<file path="src/tap_defs.svh">
/*
 * constants of the test-port instruction layer: lengths, instruction codes,
 * identification value and reset values.
 * assumes inclusion by bare name from the package and the bench.
 */
`ifndef TAP_DEFS_SVH
`define TAP_DEFS_SVH

// register lengths
`define IR_LEN              5
`define ID_LEN              32
`define CFG_LEN             109
`define CONV_LEN            8

// instruction codes
`define OP_EXTEST           5'h00
`define OP_SELECT_CONFIG    5'h01
`define OP_CONFIG_ERASE     5'h02
`define OP_READ_CONFIG      5'h03
`define OP_WRITE_CONFIG     5'h04
`define OP_IDCODE           5'h0D
`define OP_START_AUTOCAL    5'h10
`define OP_CONV_ERASE       5'h11
`define OP_READ_CONV        5'h12
`define OP_WRITE_CONV       5'h13
`define OP_SELECT_CONV      5'h14
`define OP_SAMPLE           5'h1E
`define OP_BYPASS           5'h1F

// identification word, value arbitrary (bit 0 set as the scan standard asks)
`define ID_VALUE            32'h0ABC_D001

// reset values
`define CFG_RESET           109'h0
`define CONV_RESET          8'h00
`define BYPASS_RESET        1'b0
`define TDO_RESET           1'b0

`endif

</file>
<file path="src/tap_pkg.sv">
/*
 * types of the test-port instruction layer: controller states, data paths
 * and the instruction decoder.
 * assumes tap_defs.svh is on the include path.
 */
package tap_pkg;
`include "tap_defs.svh"

   typedef logic [`IR_LEN-1:0] instr_t;

   typedef enum logic [3:0] {
      TEST_RESET, RUN_IDLE,
      SEL_DR, CAP_DR, SHIFT_DR, EXIT1_DR, PAUSE_DR, EXIT2_DR, UPDATE_DR,
      SEL_IR, CAP_IR, SHIFT_IR, EXIT1_IR, PAUSE_IR, EXIT2_IR, UPDATE_IR
   } tap_state_t;

   typedef enum logic [1:0] {
      PATH_BYPASS, PATH_ID, PATH_CONFIG, PATH_CONV
   } dr_path_t;

   // data path selected by an instruction; unlisted codes fall to bypass
   function automatic dr_path_t decode_path(input instr_t op);
      dr_path_t p;
      p = PATH_BYPASS;
      unique case (op)
         `OP_IDCODE        : p = PATH_ID;
         `OP_SELECT_CONFIG : p = PATH_CONFIG;
         `OP_SELECT_CONV   : p = PATH_CONV;
         default           : p = PATH_BYPASS;
      endcase
      return p;
   endfunction

endpackage

</file>
<file path="src/tap_pin_sync.sv">
/*
 * three-stage synchroniser for the test-port pins with agreement filter.
 * assumes asynchronous pin levels and a synchronous active-high reset.
 */
`timescale 1ns/10ps
module tap_pin_sync (
   input  wire logic       ref_clk,
   input  wire logic       sys_rst,
   input  wire logic       clk_en,
   input  wire logic [2:0] pin_in,
   output logic      [2:0] pin_level
);

   logic [2:0] stage1;
   logic [2:0] stage2;
   logic [2:0] stage3;
   logic [2:0] next_level;

   ////////////////////////////////////////////////////////////////////////////
   // a bit changes only once stage two and three agree
   always_comb begin
      for (int i = 0; i < 3; i++) begin
         next_level[i] = (stage2[i] == stage3[i]) ? stage3[i] : pin_level[i];
      end
   end

   always_ff @(posedge ref_clk) begin
      if (sys_rst) begin
         stage1    <= 3'h0;
         stage2    <= 3'h0;
         stage3    <= 3'h0;
         pin_level <= 3'h0;
      end else if (clk_en) begin
         stage1    <= pin_in;
         stage2    <= stage1;
         stage3    <= stage2;
         pin_level <= next_level;
      end
   end

endmodule

</file>
<file path="src/nv_cfg_store.sv">
/*
 * nonvolatile store model for the configuration and converter words.
 * writes only set bits, erase clears all; read data come from registers.
 * assumes one-cycle command pulses from the instruction layer.
 */
`timescale 1ns/10ps
module nv_cfg_store
   import tap_pkg::*;
(
   input  wire logic                 ref_clk,
   input  wire logic                 sys_rst,
   input  wire logic                 clk_en,
   input  wire logic                 cfg_write,
   input  wire logic                 cfg_erase,
   input  wire logic [`CFG_LEN-1:0]  cfg_wdata,
   input  wire logic                 conv_write,
   input  wire logic                 conv_erase,
   input  wire logic [`CONV_LEN-1:0] conv_wdata,
   output logic      [`CFG_LEN-1:0]  cfg_rdata,
   output logic      [`CONV_LEN-1:0] conv_rdata
);

   logic [`CFG_LEN-1:0]  next_cfg;
   logic [`CONV_LEN-1:0] next_conv;

   ////////////////////////////////////////////////////////////////////////////
   always_comb begin
      next_cfg  = cfg_rdata;
      next_conv = conv_rdata;
      if (cfg_erase) begin
         next_cfg = `CFG_RESET;
      end else if (cfg_write) begin
         next_cfg = cfg_rdata | cfg_wdata;
      end
      if (conv_erase) begin
         next_conv = `CONV_RESET;
      end else if (conv_write) begin
         next_conv = conv_rdata | conv_wdata;
      end
   end

   always_ff @(posedge ref_clk) begin
      if (sys_rst) begin
         cfg_rdata  <= `CFG_RESET;
         conv_rdata <= `CONV_RESET;
      end else if (clk_en) begin
         cfg_rdata  <= next_cfg;
         conv_rdata <= next_conv;
      end
   end

endmodule

</file>
<file path="src/tap_config_instruction_decoder.sv">
/*
 * test-port instruction layer: controller, instruction register, data paths,
 * run-idle operations (program, erase, read back, calibration).
 * assumes test clock, mode and data pins arrive asynchronously to ref_clk,
 * and cal_done comes from analog logic on ref_clk.
 */
`timescale 1ns/10ps
// Operation
// - five-bit instruction register shifted in scans
// - all-ones code selects one-bit bypass
// - sample code behaves as bypass
// - all-zeros external test behaves as bypass
// - identification code selects 32-bit identification register
// - after reset data scan reads identification
// - select-config routes scans through configuration register
// - configuration shift register is 109 bits
// - write-config commits, suspends operation while programming
// - programming starts on entry to run-idle
// - read-back loads configuration; controller then shifts out
// - select-converter routes scans through converter register
// - write-converter commits converter register
// - read-back and bulk erase for converter
// - calibration starts at run-idle, outputs zero
// - calibration finishes without further test clocking
// - bulk erase clears configuration, outputs to reference
// - programming only sets bits; erase first
// - select codes in update, operations in run-idle
// - capture-ir loads identification instruction
// - sample inputs rising, drive output falling
// - mode high five clocks reaches reset
module tap_config_instruction_decoder
   import tap_pkg::*;
(
   input  wire logic                 ref_clk,
   input  wire logic                 sys_rst,
   input  wire logic                 clk_en,
   input  wire logic                 tck_pin,
   input  wire logic                 tms_pin,
   input  wire logic                 tdi_pin,
   input  wire logic                 cal_done,
   output logic                      tdo_out,
   output logic                      tdo_oe,
   output logic      [`CFG_LEN-1:0]  config_word,
   output logic      [`CONV_LEN-1:0] converter_word,
   output logic                      op_suspend,
   output logic                      cal_active,
   output logic                      outputs_to_zero,
   output logic                      outputs_to_ref,
   output logic                      inputs_disconnect
);

   logic [2:0]           pin_level;
   logic                 tck_s;
   logic                 tms_s;
   logic                 tdi_s;
   logic                 tck_q;
   logic                 tck_rise;
   logic                 tck_fall;

   tap_state_t           state;
   tap_state_t           next_state;
   instr_t               instr;
   instr_t               next_instr;
   instr_t               ir_shift;
   instr_t               next_ir_shift;
   logic                 bypass_bit;
   logic                 next_bypass_bit;
   logic [`ID_LEN-1:0]   id_shift;
   logic [`ID_LEN-1:0]   next_id_shift;
   logic [`CFG_LEN-1:0]  cfg_shift;
   logic [`CFG_LEN-1:0]  next_cfg_shift;
   logic [`CONV_LEN-1:0] conv_shift;
   logic [`CONV_LEN-1:0] next_conv_shift;
   logic                 next_tdo_out;
   logic                 next_tdo_oe;

   logic                 rti_entry;
   logic                 cfg_write;
   logic                 cfg_erase;
   logic                 conv_write;
   logic                 conv_erase;
   logic                 next_cal_active;
   logic                 erased;
   logic                 next_erased;
   logic                 next_op_suspend;
   dr_path_t             path;
   logic                 dr_out;

   ////////////////////////////////////////////////////////////////////////////
   // codes whose run-idle operation suspends normal operation
   function automatic logic suspends_operation(input instr_t op);
      logic hit;
      hit = 1'b0;
      unique case (op)
         `OP_WRITE_CONFIG, `OP_CONFIG_ERASE,
         `OP_WRITE_CONV, `OP_CONV_ERASE : hit = 1'b1;
         default                        : hit = 1'b0;
      endcase
      return hit;
   endfunction

   ////////////////////////////////////////////////////////////////////////////
   // pin synchronisers and test clock edges
   tap_pin_sync pin_sync (
      .ref_clk   (ref_clk),
      .sys_rst   (sys_rst),
      .clk_en    (clk_en),
      .pin_in    ({tdi_pin, tms_pin, tck_pin}),
      .pin_level (pin_level)
   );

   assign tck_s    = pin_level[0];
   assign tms_s    = pin_level[1];
   assign tdi_s    = pin_level[2];
   assign tck_rise = tck_s & ~tck_q;
   assign tck_fall = ~tck_s & tck_q;

   ////////////////////////////////////////////////////////////////////////////
   // nonvolatile store
   nv_cfg_store store (
      .ref_clk    (ref_clk),
      .sys_rst    (sys_rst),
      .clk_en     (clk_en),
      .cfg_write  (cfg_write),
      .cfg_erase  (cfg_erase),
      .cfg_wdata  (cfg_shift),
      .conv_write (conv_write),
      .conv_erase (conv_erase),
      .conv_wdata (conv_shift),
      .cfg_rdata  (config_word),
      .conv_rdata (converter_word)
   );

   ////////////////////////////////////////////////////////////////////////////
   // operations started on entry to run-idle
   assign path      = decode_path(instr);
   assign rti_entry = tck_rise && !tms_s
                      && (state == UPDATE_IR || state == UPDATE_DR);
   assign cfg_write  = rti_entry && (instr == `OP_WRITE_CONFIG);
   assign cfg_erase  = rti_entry && (instr == `OP_CONFIG_ERASE);
   assign conv_write = rti_entry && (instr == `OP_WRITE_CONV);
   assign conv_erase = rti_entry && (instr == `OP_CONV_ERASE);

   ////////////////////////////////////////////////////////////////////////////
   // controller state and scan registers
   always_comb begin
      next_state      = state;
      next_instr      = instr;
      next_ir_shift   = ir_shift;
      next_bypass_bit = bypass_bit;
      next_id_shift   = id_shift;
      next_cfg_shift  = cfg_shift;
      next_conv_shift = conv_shift;
      if (tck_rise) begin
         unique case (state)
            TEST_RESET : next_state = tms_s ? TEST_RESET : RUN_IDLE;
            RUN_IDLE   : next_state = tms_s ? SEL_DR : RUN_IDLE;
            SEL_DR     : next_state = tms_s ? SEL_IR : CAP_DR;
            CAP_DR     : next_state = tms_s ? EXIT1_DR : SHIFT_DR;
            SHIFT_DR   : next_state = tms_s ? EXIT1_DR : SHIFT_DR;
            EXIT1_DR   : next_state = tms_s ? UPDATE_DR : PAUSE_DR;
            PAUSE_DR   : next_state = tms_s ? EXIT2_DR : PAUSE_DR;
            EXIT2_DR   : next_state = tms_s ? UPDATE_DR : SHIFT_DR;
            UPDATE_DR  : next_state = tms_s ? SEL_DR : RUN_IDLE;
            SEL_IR     : next_state = tms_s ? TEST_RESET : CAP_IR;
            CAP_IR     : next_state = tms_s ? EXIT1_IR : SHIFT_IR;
            SHIFT_IR   : next_state = tms_s ? EXIT1_IR : SHIFT_IR;
            EXIT1_IR   : next_state = tms_s ? UPDATE_IR : PAUSE_IR;
            PAUSE_IR   : next_state = tms_s ? EXIT2_IR : PAUSE_IR;
            EXIT2_IR   : next_state = tms_s ? UPDATE_IR : SHIFT_IR;
            UPDATE_IR  : next_state = tms_s ? SEL_DR : RUN_IDLE;
         endcase
         unique case (state)
            TEST_RESET : next_instr = `OP_IDCODE;
            CAP_IR     : next_ir_shift = `OP_IDCODE;
            SHIFT_IR   : next_ir_shift = {tdi_s, ir_shift[`IR_LEN-1:1]};
            EXIT1_IR, EXIT2_IR : begin
               // instruction takes effect on entry to update-ir
               if (tms_s) begin
                  next_instr = ir_shift;
               end
            end
            CAP_DR : begin
               unique case (path)
                  PATH_BYPASS : next_bypass_bit = `BYPASS_RESET;
                  PATH_ID     : next_id_shift = `ID_VALUE;
                  PATH_CONFIG : next_cfg_shift = cfg_shift;
                  PATH_CONV   : next_conv_shift = conv_shift;
               endcase
            end
            SHIFT_DR : begin
               unique case (path)
                  PATH_BYPASS : next_bypass_bit = tdi_s;
                  PATH_ID     : next_id_shift = {tdi_s, id_shift[`ID_LEN-1:1]};
                  PATH_CONFIG : next_cfg_shift = {tdi_s, cfg_shift[`CFG_LEN-1:1]};
                  PATH_CONV   : next_conv_shift = {tdi_s, conv_shift[`CONV_LEN-1:1]};
               endcase
            end
            default : begin
            end
         endcase
         if (rti_entry && instr == `OP_READ_CONFIG) begin
            next_cfg_shift = config_word;
         end
         if (rti_entry && instr == `OP_READ_CONV) begin
            next_conv_shift = converter_word;
         end
      end
   end

   always_comb begin
      unique case (path)
         PATH_BYPASS : dr_out = bypass_bit;
         PATH_ID     : dr_out = id_shift[0];
         PATH_CONFIG : dr_out = cfg_shift[0];
         PATH_CONV   : dr_out = conv_shift[0];
      endcase
   end

   ////////////////////////////////////////////////////////////////////////////
   // serial output, launched on the test clock fall
   always_comb begin
      next_tdo_out = tdo_out;
      next_tdo_oe  = tdo_oe;
      if (tck_fall) begin
         next_tdo_oe  = (state == SHIFT_DR) || (state == SHIFT_IR);
         next_tdo_out = (state == SHIFT_IR) ? ir_shift[0] : dr_out;
      end
   end

   always_ff @(posedge ref_clk) begin
      if (sys_rst) begin
         tdo_out <= `TDO_RESET;
         tdo_oe  <= 1'b0;
      end else if (clk_en) begin
         tdo_out <= next_tdo_out;
         tdo_oe  <= next_tdo_oe;
      end
   end

   always_ff @(posedge ref_clk) begin
      if (sys_rst) begin
         tck_q      <= 1'b0;
         state      <= TEST_RESET;
         instr      <= `OP_IDCODE;
         ir_shift   <= `OP_IDCODE;
         bypass_bit <= `BYPASS_RESET;
         id_shift   <= `ID_VALUE;
         cfg_shift  <= `CFG_RESET;
         conv_shift <= `CONV_RESET;
      end else if (clk_en) begin
         tck_q      <= tck_s;
         state      <= next_state;
         instr      <= next_instr;
         ir_shift   <= next_ir_shift;
         bypass_bit <= next_bypass_bit;
         id_shift   <= next_id_shift;
         cfg_shift  <= next_cfg_shift;
         conv_shift <= next_conv_shift;
      end
   end

   ////////////////////////////////////////////////////////////////////////////
   // calibration, erase state and operation suspend
   always_comb begin
      next_cal_active = cal_active;
      next_erased     = erased;
      if (cal_active && cal_done) begin
         next_cal_active = 1'b0;
      end
      if (rti_entry && instr == `OP_START_AUTOCAL) begin
         next_cal_active = 1'b1;
      end
      if (cfg_write) begin
         next_erased = 1'b0;
      end
      if (cfg_erase) begin
         next_erased = 1'b1;
      end
      next_op_suspend = (next_state == RUN_IDLE)
                        && suspends_operation(instr);
   end

   always_ff @(posedge ref_clk) begin
      if (sys_rst) begin
         cal_active <= 1'b0;
         erased     <= 1'b0;
         op_suspend <= 1'b0;
      end else if (clk_en) begin
         cal_active <= next_cal_active;
         erased     <= next_erased;
         op_suspend <= next_op_suspend;
      end
   end

   assign outputs_to_zero   = cal_active;
   assign outputs_to_ref    = erased && !cal_active;
   assign inputs_disconnect = erased;

endmodule

</file>
<file path="config.mk">
export PLATFORM = sky130hd
export DESIGN_NAME = tap_config_instruction_decoder
export DESIGN_NICKNAME = d
export VERILOG_FILES = /design/src/tap_pkg.sv /design/src/tap_pin_sync.sv /design/src/nv_cfg_store.sv /design/src/tap_config_instruction_decoder.sv
export VERILOG_INCLUDE_DIRS = /design/src
export SDC_FILE = /design/constraint.sdc
export NUM_CORES = 1
export LEC_CHECK = 0
export BUFFER_PORTS_ARGS = -buffer_cell sky130_fd_sc_hd__buf_2
export CAP_MARGIN = 40
export CELL_PAD_IN_SITES_DETAIL_PLACEMENT = 1
export CELL_PAD_IN_SITES_GLOBAL_PLACEMENT = 2
export CORE_ASPECT_RATIO = 1.5
export CORE_MARGIN = 8
export CORE_UTILIZATION = 32
export CTS_CLUSTER_DIAMETER = 50
export DETAILED_ROUTE_END_ITERATION = 6
export PLACE_DENSITY = 0.8
export SLEW_MARGIN = 30
export SYNTH_ARGS = -nofsm -noshare
export SYNTH_HDL_FRONTEND = slang
export SYNTH_HIERARCHICAL = 1
export SYNTH_SLANG_ARGS = --single-unit
export TNS_END_PERCENT = 30
</file>
<file path="constraint.sdc">
create_clock -name ref_clk -period 1.6 [get_ports ref_clk]
set_input_delay 0.32 -clock ref_clk [delete_from_list [all_inputs] [get_ports ref_clk]]
set_output_delay 0.32 -clock ref_clk [all_outputs]
set_load 0.05 [all_outputs]
</file>
-- Yosys cells after proc, flatten, opt, wreduce, memory -nomap -nowiden
Index checks and enable logic that the tools add are counted.
- logic and storage cells: 151
- flip-flop bits (word level): 299
- bitwise gates (word level): 6
- mux-type cells: 41
- equality and inequality tests: 37
- reduce and logical (&&, ||, !) cells: 46
- operators by type and width (operator ; count):
    two-way mux 109 bit ; 5
    OR 109 bit ; 1
    two-way mux 32 bit ; 2
    one-hot mux 32 bit (2 select lines) ; 1
    one-hot mux 4 bit (12 select lines) ; 1
    two-way mux 8 bit ; 5
    == test 4 bit (second input constant) ; 8
    == test 5 bit (second input constant) ; 5
    two-way mux 4 bit ; 5
    one-hot mux 5 bit (2 select lines) ; 2
    nonzero test 2 bit ; 10
    == test 4 x 3 -> 1 bit (second input constant) ; 4
    AND reduction 2 bit ; 7
    logical AND 1 bit ; 12
    AND reduction 4 bit ; 3
    two-way mux 1 bit ; 11
    == test 5 x 2 -> 1 bit (second input constant) ; 2
    AND reduction 5 bit ; 2
    == test 4 x 1 -> 1 bit (second input constant) ; 2
    == test 4 x 2 -> 1 bit (second input constant) ; 2
    OR 8 bit ; 1
    two-way mux 2 bit ; 3
    two-way mux 3 bit ; 2
    inequality test 2 x 1 -> 1 bit (second input constant) ; 3
    21 further kinds ; 31

-- Depth between registers and ports, before layout
Gate-level depths: netlist (run 1).
- word-level depth: 7
- mapped depth: 9
- mapped depth without buffers: 6

-- Cells and area by module
The synthesis (run 1) kept the hierarchy.
- by module, submodules not included (module ; instances ; cells an instance ; area an instance (um2) ; sequential area each (um2)):
    tap_config_instruction_decoder ; 1 ; 986 ; 7619.8 ; 3403.3
    nv_cfg_store ; 1 ; 391 ; 3749.8 ; 2342.2
    tap_pin_sync ; 1 ; 48 ; 526.8 ; 240.2

-- Worst setup path after synthesis (run 1)
No wires, ideal clock.
- path type: register to register
- start point: register state[0]
- end point: register id_shift[11]
- clock period less this slack: 1.766 ns
- path slack: -0.166 ns
- buffers on the path: 3
- required time: 1.530 ns
- arrival: 1.696 ns
- stages on the path, launching flop included: 9
- path through: dfxtp_1 -> buf_2 -> or3b_1 -> a211oi_2 -> and2_1 -> buf_2 -> buf_4 -> nand3_1 -> a21oi_1
- longest elaborated chain between the ends: 3
- elaborated cells between the ends (all ways): 7
- RTL lines (item ; line ; text):
    start, declared ; tap_config_instruction_decoder.sv:60 ; tap_state_t state;
    start signal, assigned ; tap_config_instruction_decoder.sv:253 ; state <= next_state;
    == test 4 x 2 -> 1 bit / == test 4 x 3 -> 1 bit (equally long branches) ; tap_config_instruction_decoder.sv:173 ; unique case (state)
    inequality test 2 bit (no source line), or another cell as far along ; - ;
    AND reduction 5 bit (no source line) ; - ;
    end signal, assigned ; tap_config_instruction_decoder.sv:248 ; id_shift <= `ID_VALUE;
    end signal, assigned ; tap_config_instruction_decoder.sv:257 ; id_shift <= next_id_shift;
    end, declared ; tap_config_instruction_decoder.sv:68 ; logic [`ID_LEN-1:0] id_shift;
Several ways; a longest one is shown, not always the timed one.
A chain may end at the register's enable or synchronous reset.

-- Worst setup path after layout (run 1)
- start point: register state[1]
- end point: register cfg_shift[26]
- longest elaborated chain between the ends: 6
- elaborated cells between the ends (all ways): 10
- RTL lines (item ; line ; text):
    == test 4 bit ; tap_config_instruction_decoder.sv:138 ; && (state == UPDATE_IR || state == UPDATE_DR);
    logical OR 1 bit ; tap_config_instruction_decoder.sv:138 ;
    logical AND 1 bit ; tap_config_instruction_decoder.sv:138 ;
    logical AND 1 bit (no source line) ; - ;
    nonzero test 2 bit (no source line) ; - ;
    AND reduction 4 bit (no source line) ; - ;
    end signal, assigned ; tap_config_instruction_decoder.sv:249 ; cfg_shift <= `CFG_RESET;
    end signal, assigned ; tap_config_instruction_decoder.sv:258 ; cfg_shift <= next_cfg_shift;
    end, declared ; tap_config_instruction_decoder.sv:70 ; logic [`CFG_LEN-1:0] cfg_shift;
Several ways; a longest one is shown, not always the timed one.

==> run_results.csv, run 1 <==
group,metric,value,unit
setup_path,crit_path_max_fanout,20,
placement,pre_cts_slack,-0.447,ns
pwr,swShare,22.9,%
finish,insertedDiodeCount,0,
pwr,power.share.clock,49.0,%
setup_path,crit_path_capture_type,"flip-flop",
floorplan,io-pin-count,131,
synthesis,synthCells,1425,
finish,final_design_area_no_fill,16700,um2
route,route.detailed.wl_per_inst,20.7,um
run_status,status,"finished, violations left",
pwr,switching_power,3.54,mW
route,via_per_inst,5.40,
global_route,grt.total_usage,17.1,%
setup_path,path_class,"flip-flop to flip-flop",
route,totalWireLength,44.1,mm
global_route,grt_pass1_wl,62.7,mm
sta,timing.final.setup_violations,292,
sta,worst_hold_margin,0.0469,ns
setup_path,critical_path_required,2.05,ns
pwr,leakage,6.11,nW
synthesis,synth_seq_area_share,50.3,%
finish,syn_to_final_growth,40.4,%
run_status,violations,"negative setup slack",
floorplan,core.rowCount,86,
sta,fin_crit,2.10,ns
floorplan,coreArea,36700,um2
clocking,clk_pin_slew,0.07,ns
global_route,grt.overflow.total,0,
global_route,antenna_violations_before_repair,0,
placement,io_buffers,130,
setup_path,worstSetupStartpointType,"flip-flop",
sta,report.final.slew_viol_count,0,
floorplan,die_w,173,um
synthesis,synth_area_per_cell,8.35,um2
clocking,tritoncts.num_buffers,31,
setup_path,slowest_delay,0.36,ns
synthesis,synthFlopType,"dfxtp_1",
placement,place_hpwl,23.8,mm
route,drc,0,
sta,worst_slew_pin_slew,0.621,ns
setup_path,highest_delay_cell_along_the_critical_path,"dfxtp_4",
synthesis,yosysTopAreaCell,"dfxtp_1",
sta,hold_viol,0,
synthesis,syn_nets,1432,
floorplan,fp.dieArea,43700,um2
setup_path,cp.buffers_inverters,3,
sta,fin_crit_sh,131,%
pwr,combPwrFrac,2.9,%
synthesis,synth_common_cells,"dfxtp_1 (299), nor2_1 (289), nand2_1 (255)",
synthesis,yosys-top-cells-area,"dfxtp_1 (50%), nor2_1 (9.1%), a311oi_1 (8.1%), nand2_1 (8.0%), a31oi_1 (6.2%)",
floorplan,die_h,252,um
setup_path,critPathArrivalTime,2.55,ns
synthesis,synth-edff-count,0,
global_route,first_global_vias,11600,
synthesis,synth_cell_type_count,54,
sta,timing.clock.skew,0.0220,ns
route,postRouteAntennaNets,0,
min_path,hold_path_class,"input port to flip-flop",
pwr,pwr_density_cell,926,nW/um2
route,drt_first_pass_iters,5,
flow_run,max_cap_violations,0,
clocking,numClockSinks,299,
synthesis,netlist_area,11900,um2
sta,timing.max_slew.rel_slack,58.6,%
sta,grt_setup_unrepaired,"true",
pwr,power.sequential.fraction,48.2,%
route,routed-via-count,11500,
setup_path,crit_chain,"buf_6, nor3_4, o21a_1, and3_4, buf_12, clkbuf_16, nand2_1, a311oi_1",
clocking,worst_skew_pair.late_latency,0.58,ns
synthesis,count_of_synthesis_stage_warnings_from_yosys,6,
synthesis,yosysMostFrequentCell,"dfxtp_1",
sta,postLayoutSetupSlackWorst,-0.502,ns
global_route,grt_start_max_net_pins,73,
pwr,ir_worst_vdd,715,uV
clocking,cts_tree,"done",
pwr,internal_power,11.9,mW
synthesis,synth.ff_latch_count,299,
route,drtIter0Drc,576,
clocking,htreeDepth,1,
clocking,cts_root_buf,"clkbuf_16",
synthesis,async_flop_share,0,%
finish,nNetsFinal,1628,
placement,finalWeightedCongestion,0.811,
synthesis,yosysTopAreaCellShare,50.3,%
finish,post_route_cells_drive_above_1_share,30.3,%
floorplan,floorplan.initialDensity,32.4,%
placement,area_of_placed_instances,13600,um2
setup_path,worst_path_dominant_cell_family,"compound AO/OA/AOI/OAI gates",
clocking,max-clock-path-buffers,3,
sta,fmaxAchievable,476,MHz
final cells by class:
type                       count  area [um2]
multi-input combinational    982        5950
inverter                       8        30.0
fill                        4168       20000
timing repair buffer         299        3050
tap                          484         606
clock inverter                18         189
sequential                   299        6010
clock buffer                  39         866
layer usage:
metal	global-route usage, %	up-vias	share of wire, %
met5	0	-	0
met4	5.48	0	2.9
met3	2.75	78	3.6
met2	31.8	197	52
met1	19.5	5804	41
li1	-	5417	-
cell families (layout without fill, tap and decap cells):
kind of cell / Yosys count / in the layout / synth area share, %
compound gates: 310 / 310 / 19.1
xor+xnor: 1 / 1 / 0.0736
buf+inv: 144 / 364 / 6.18
flops: 299 / 299 / 50.3
mux: 12 / 12 / 1.01
simple gates: 659 / 659 / 23.3
sequential cells by signal, indices dropped and copies added, names as in the netlist:
signal              cells
pin_sync/pin_level      3
pin_sync/stage1         3
pin_sync/stage2         3
conv_shift              8
state                   4
cfg_shift             109
bypass_bit              1
instr                   5
tdo_out                 1
tck_q                   1
inputs_disconnect       1
id_shift               32
store/conv_rdata        8
pin_sync/stage3         3
tdo_oe                  1
ir_shift                5
op_suspend              1
store/cfg_rdata       109
cal_active              1
path summary, 6_finish.rpt:
check                                    end                      from  cells past startpoint  slack (ns)
max               cfg_shift[26]$_SDFFE_PP0P_     state[1]$_SDFFE_PP0P_                      8       -0.50
min          pin_sync/stage3[1]$_SDFFE_PP0P_                   sys_rst                      2        0.05
max reg2reg       cfg_shift[26]$_SDFFE_PP0P_     state[1]$_SDFFE_PP0P_                      8       -0.50
min reg2reg         id_shift[6]$_SDFFE_PP0P_  id_shift[7]$_SDFFE_PP0P_                      2        0.45
power groups by stage:
stage | combinational (mW) | sequential, mW | clock [mW]
6_report | 0.444 | 7.45 | 7.58
3_3_place_gp | 0.357 | 7.63 | 0
4_1_cts | 0.376 | 7.46 | 7.74
5_1_grt | 0.472 | 7.45 | 8.03
3_5_place_dp | 0.360 | 7.63 | 0
2_1_floorplan | 0.224 | 7.62 | 0
layout by cell type, fill, tap and decap left out, types with 9 or more instances in the layout:
master     instances
a311oi_2          24
mux2i_1           12
a21oi_1           27
nor3_1            10
buf_4             72
a31oi_1          107
buf_2            127
nor2_2            12
clkbuf_16         54
nand2_1          240
a311oi_1          86
nor2_1           262
buf_6             27
nor2_4            15
dfxtp_1          288
buf_12            34
o21bai_1          15
nand3_1           24
clkinv_2           9
nand2_2           15
per-stage QoR:
step	cells	power [mW]	util [%]	setup TNS [ns]
after floorplan	1425	7.85	-	-12.88
after global placement	2005	7.98	37.1	-69.56
after detailed placement	2005	7.99	37.1	-84.62
after CTS	2082	15.6	41.5	-72.79
after global routing	2129	16.0	45.5	-104.43
final	2129	15.5	45.5	-83.44
repair_timing:
action | in CTS | in global routing
hold buffers | 4 | 0
setup endpoints to repair | 308 | 325
pin swaps | 33 | 104
endpoints found under the hold margin | 4 | 0
gates cloned | 7 | 28
setup buffers | 10 | 21
gates resized for setup | 54 | 153
(Power assumes the default switching activity.)
==> inputs of run 2 (changes only) <==
- CORE_UTILIZATION: 32 -> 35
- PLACE_DENSITY: 0.8 -> 0.83
- REMOVE_ABC_BUFFERS: unset -> 1
- clock period: 1.6 -> 2.4 ns (I/O delays scaled with it)
==> run_results.csv, run 2 (synthesis results as in run 1) <==
group,metric,value,unit
sta,worst_hold_margin,0.159,ns
finish,syn_to_final_growth,17.6,%
global_route,grt.total_usage,17.2,%
route,totalWireLength,35.5,mm
finish,final_common_cell,"dfxtp_1",
clocking,number_of_gates_resized_after_cts,0,
setup_path,crit_chain,"and4bb_2, o2111ai_4, a21oi_4, buf_12, buf_12, nor2_1, a311oi_1",
sta,fin_crit_sh,88.6,%
route,via_per_inst,5.54,
clocking,cts_tree,"done",
sta,timing.final.setup_violations,0,
finish,nNetsFinal,1493,
clocking,worst_skew_pair.late_latency,0.56,ns
clocking,postcts_setup_bufs,0,
sta,final.setup.tns,0,ns
setup_path,highest_delay_cell_along_the_critical_path,"dfxtp_1",
pwr,swShare,21.5,%
finish,post_route_cells_drive_above_1_share,15.5,%
setup_path,critical_path_required,2.86,ns
route,drt_first_pass_iters,4,
sta,report.final.slew_viol_count,0,
pwr,power.sequential.fraction,48.0,%
floorplan,die_w,167,um
placement,io_buffers,130,
finish,insertedDiodeCount,0,
floorplan,floorplan.initialDensity,35.6,%
min_path,timing.hold.worst_path_depth,3,
setup_path,worst_r2r_startpoint,"instr[1]$_SDFFE_PP0P_",
route,routed-via-count,10700,
setup_path,crit_path_frequent_cell,"buf_12",
route,postRouteAntennaNets,0,
setup_path,rr_worst_depth,7,
sta,hold_viol,0,
finish,layout_common_cells,"dfxtp_1 (299), nor2_1 (289), nand2_1 (255), buf_2 (128), a31oi_1 (118)",
route,route.detailed.wl_per_inst,18.4,um
floorplan,io-pin-count,131,
setup_path,worstSetupStartpointType,"flip-flop",
pwr,combPwrFrac,2.0,%
min_path,min_to,"pin_sync/stage1[0]$_SDFFE_PP0P_",
clocking,cts_root_buf,"clkbuf_16",
clocking,htreeDepth,1,
floorplan,die_h,242,um
route,drtIter0Drc,513,
finish,reg.largest.list,"cfg_shift x109, store/cfg_rdata x109, id_shift x32",
floorplan,coreArea,33400,um2
sta,worst_slew_pin_slew,0.668,ns
finish,layout.filler_cells,4019,
setup_path,crit_path_capture_type,"flip-flop",
global_route,first_global_vias,11300,
run_status,status,"finished, final reports clean",
route,drc,0,
floorplan,core.rowCount,82,
pwr,internal_power,8.13,mW
sta,fmaxAchievable,470,MHz
global_route,grt_pass1_wl,58.8,mm
setup_path,slowest_delay,0.53,ns
global_route,antenna_violations_before_repair,0,
min_path,worst_hold_startpoint,"tck_pin",
setup_path,path_class,"flip-flop to flip-flop",
setup_path,setup_slack_of_the_most_critical_reg_to_reg_path,0.27,ns
pwr,pwr_density_cell,740,nW/um2
setup_path,crit-reg2reg-capture,"cfg_shift[81]$_SDFFE_PP0P_",
setup_path,critPathArrivalTime,2.59,ns
global_route,grt_start_max_net_pins,112,
floorplan,fp.dieArea,40300,um2
clocking,clk_pin_slew,0.06,ns
pwr,power.share.clock,50.0,%
placement,finalWeightedCongestion,0.796,
flow_run,max_cap_violations,0,
placement,place_hpwl,21.7,mm
clocking,numClockSinks,299,
sta,timing.max_slew.rel_slack,54.3,%
pwr,ir_worst_vdd,518,uV
global_route,grt.overflow.total,0,
clocking,cts_hold_buffers,0,
pwr,switching_power,2.22,mW
clocking,max-clock-path-buffers,3,
clocking,tritoncts.num_buffers,31,
sta,grt_setup_unrepaired,"false",
setup_path,crit_path_max_fanout,40,
sta,timing.clock.skew,0.0148,ns
sta,fin_crit,2.13,ns
min_path,hold_path_class,"input port to flip-flop",
pwr,leakage,4.94,nW
==> run 2: per-stage QoR <==
stage                     util [%]  cells  area (um2)  worst slack (ns)  power [mW]
after floorplan                  -   1289       11200            -11.68        5.14
after CTS                     41.8   1930       14000             0.246        10.5
final                         41.8   1930       14000             0.273        10.4
after global routing          41.8   1930       14000             0.134        10.7
after detailed placement      38.6   1873       12900             0.264        5.30
after global placement        38.6   1873       12900             0.351        5.29
==> run 2: critical path, delay by kind of cell (launching register included) <==
kind	cells	cell delay, ns
flops	1	0.53
buf+inv	2	0.40
simple gates	2	0.40
compound gates	3	0.68
==> run 2: metal layers <==
metal  up-vias  share of wire (%)  track usage (%)
met5         -                  0                0
met4         0                2.3             5.26
met3        48                4.3             3.26
met2       164                 50             31.3
met1      5362                 43             19.8
li1       5111                  -                -
==> run 2: how the worst max path moves through the flow <==
stage                               start                         end  slack (ns)
finish              instr[1]$_SDFFE_PP0P_  cfg_shift[81]$_SDFFE_PP0P_        0.27
global route        state[2]$_SDFFE_PP0P_  conv_shift[0]$_SDFFE_PP0P_        0.13
CTS                 instr[1]$_SDFFE_PP0P_  cfg_shift[59]$_SDFFE_PP0P_        0.25
detailed placement  instr[1]$_SDFFE_PP0P_  cfg_shift[64]$_SDFFE_PP0P_        0.26
global placement    state[2]$_SDFFE_PP0P_  conv_shift[3]$_SDFFE_PP0P_        0.35
floorplan           state[1]$_SDFFE_PP0P_   cfg_shift[0]$_SDFFE_PP0P_      -11.68
==> run 2: power by group through the flow <==
| stage | Sequential [mW] | Combinational, mW | Clock [mW] |
|---|---|---|---|
| global placement | 5.08 | 0.210 | 0 |
| finish | 4.97 | 0.207 | 5.17 |
| CTS | 4.97 | 0.212 | 5.31 |
| detailed placement | 5.08 | 0.211 | 0 |
| floorplan | 5.09 | 0.0514 | 0 |
| global route | 4.97 | 0.225 | 5.50 |
==> run 2: area by class of cell <==
cell class,instances,area (um2),area share (%)
inverters,8,30.0,0.215
multi-input cells,982,5220,37.3
repair buffers,164,1140,8.15
well taps,420,526,3.76
clock buffers,45,888,6.35
clock inverters,12,201,1.44
flip-flops and latches,299,5990,42.8
==> inputs of run 3 (changes only) <==
- CORE_UTILIZATION: 35 -> 38
- PLACE_DENSITY: 0.83 -> 0.89
- clock period: 2.4 -> 2.49 ns (I/O delays scaled with it)
==> run_results.csv, run 3 (synthesis results as in run 1) <==
group,metric,value,unit
route,drt_first_pass_iters,4,
min_path,min_to,"pin_sync/stage1[0]$_SDFFE_PP0P_",
floorplan,fp.dieArea,37300,um2
setup_path,rr_worst_depth,7,
finish,syn_to_final_growth,16.4,%
placement,area_of_placed_instances,12800,um2
min_path,timing.hold.worst_path_depth,3,
placement,io_buffers,130,
finish,reg.largest.list,"cfg_shift x109, store/cfg_rdata x109, id_shift x32",
sta,fmaxAchievable,454,MHz
setup_path,setup_slack_of_the_most_critical_reg_to_reg_path,0.29,ns
route,totalWireLength,34.7,mm
setup_path,critical_path_required,2.95,ns
clocking,max-clock-path-buffers,3,
flow_run,max_cap_violations,0,
setup_path,worst_r2r_startpoint,"state[3]$_SDFFE_PP0P_",
clocking,cts_hold_buffers,0,
pwr,pwr_density_cell,692,nW/um2
global_route,grt_pass1_wl,57.4,mm
sta,timing.clock.skew,0.00865,ns
finish,layout_common_cells,"dfxtp_1 (299), nor2_1 (289), nand2_1 (255), buf_2 (128), a31oi_1 (118)",
sta,hold_viol,0,
global_route,antenna_violations_before_repair,0,
clocking,cts_root_buf,"clkbuf_16",
sta,fin_crit_sh,88.5,%
sta,report.final.slew_viol_count,0,
run_status,status,"finished, final reports clean",
floorplan,die_h,233,um
min_path,worst_hold_startpoint,"tck_pin",
route,drc,0,
route,routed-via-count,10600,
pwr,ir_worst_vdd,501,uV
clocking,worst_skew_pair.late_latency,0.57,ns
finish,final_design_area_no_fill,13800,um2
setup_path,worstSetupStartpointType,"flip-flop",
sta,worst_slew_pin_slew,0.703,ns
placement,finalWeightedCongestion,0.803,
clocking,postcts_setup_bufs,0,
setup_path,critPathArrivalTime,2.66,ns
clocking,number_of_gates_resized_after_cts,0,
pwr,leakage,4.90,nW
global_route,grt.total_usage,18.2,%
clocking,tritoncts.num_buffers,31,
min_path,hold_path_class,"input port to flip-flop",
sta,fin_crit,2.20,ns
floorplan,die_w,160,um
setup_path,highest_delay_cell_along_the_critical_path,"dfxtp_1",
setup_path,worst_path_dominant_cell_family,"compound AO/OA/AOI/OAI gates",
placement,place_hpwl,21.5,mm
setup_path,path_class,"flip-flop to flip-flop",
route,postRouteAntennaNets,0,
setup_path,cp.buffers_inverters,2,
setup_path,crit-reg2reg-capture,"cfg_shift[15]$_SDFFE_PP0P_",
floorplan,io-pin-count,131,
clocking,clk_pin_slew,0.07,ns
sta,timing.max_slew.rel_slack,51.9,%
global_route,grt.overflow.total,0,
finish,final_common_cell,"dfxtp_1",
finish,nNetsFinal,1495,
sta,final.setup.tns,0,ns
clocking,cts_tree,"done",
finish,insertedDiodeCount,0,
floorplan,floorplan.initialDensity,38.5,%
setup_path,slowest_delay,0.54,ns
global_route,first_global_vias,11200,
sta,timing.final.setup_violations,0,
clocking,htreeDepth,1,
floorplan,coreArea,30900,um2
finish,post_route_cells_drive_above_1_share,15.4,%
global_route,grt_start_max_net_pins,110,
sta,grt_setup_unrepaired,"false",
route,drtIter0Drc,629,
finish,layout.core_utilization,44.7,%
setup_path,crit_chain,"and4bb_2, o2111ai_4, a21oi_4, buf_12, buf_4, nor2_1, a311oi_1",
setup_path,crit_path_max_fanout,20,
clocking,numClockSinks,299,
route,route.detailed.wl_per_inst,18.1,um
route,via_per_inst,5.55,
setup_path,crit_path_capture_type,"flip-flop",
floorplan,core.rowCount,79,
-- run 3: layout make-up --
class                   count  area (um2)
inverters                   8        30.0
well taps                 405         507
clock inverters             9         103
fillers                  3668       17100
clock buffers              46         892
repair buffers            166        1100
multi-input cells         982        5220
flip-flops and latches    299        5990
-- run 3: routing by layer --
metal	wire length [um]	global-route usage (%)	up-vias
li1	-	-	5110
met1	15600	21.8	5286
met2	17100	32.7	172
met3	1120	2.51	55
met4	891	6.47	0
met5	0	0	-
-- run 3: worst max-delay path by stage --
| stage | startpoint | to | slack [ns] | cells after the start |
|---|---|---|---|---|
| global placement | state[2]$_SDFFE_PP0P_ | cfg_shift[58]$_SDFFE_PP0P_ | 0.41 | 6 |
| finish | state[3]$_SDFFE_PP0P_ | cfg_shift[15]$_SDFFE_PP0P_ | 0.29 | 7 |
| detailed placement | state[3]$_SDFFE_PP0P_ | cfg_shift[16]$_SDFFE_PP0P_ | 0.29 | 7 |
| floorplan | state[1]$_SDFFE_PP0P_ | cfg_shift[0]$_SDFFE_PP0P_ | -11.59 | 5 |
| CTS | instr[1]$_SDFFE_PP0P_ | cfg_shift[16]$_SDFFE_PP0P_ | 0.29 | 7 |
| global route | instr[0]$_SDFFE_PP1P_ | cfg_shift[49]$_SDFFE_PP0P_ | 0.11 | 7 |
-- run 3: metrics by stage --
stage | std cells | power [mW] | hold WS (ns) | setup slack (ns)
floorplan | 1289 | 4.95 | 0.426 | -11.59
global placement | 1860 | 5.10 | 0.439 | 0.407
detailed placement | 1860 | 5.11 | 0.444 | 0.293
CTS | 1915 | 9.69 | 0.168 | 0.292
global route | 1915 | 9.89 | 0.189 | 0.115
finish | 1915 | 9.58 | 0.180 | 0.287
-- run 3: worst register-to-register path, cell delays in order (launching register included) --
cell	delay (ns)
dfxtp_1	0.54
and4bb_2	0.35
o2111ai_4	0.18
a21oi_4	0.27
buf_12	0.20
buf_4	0.22
nor2_1	0.06
a311oi_1	0.28
-- run 3: where the power goes --
| group | switching (mW) | internal, mW |
|---|---|---|
| logic | 0.151 | 0.0496 |
| clock network | 1.92 | 2.67 |
| registers | 0.00701 | 4.79 |
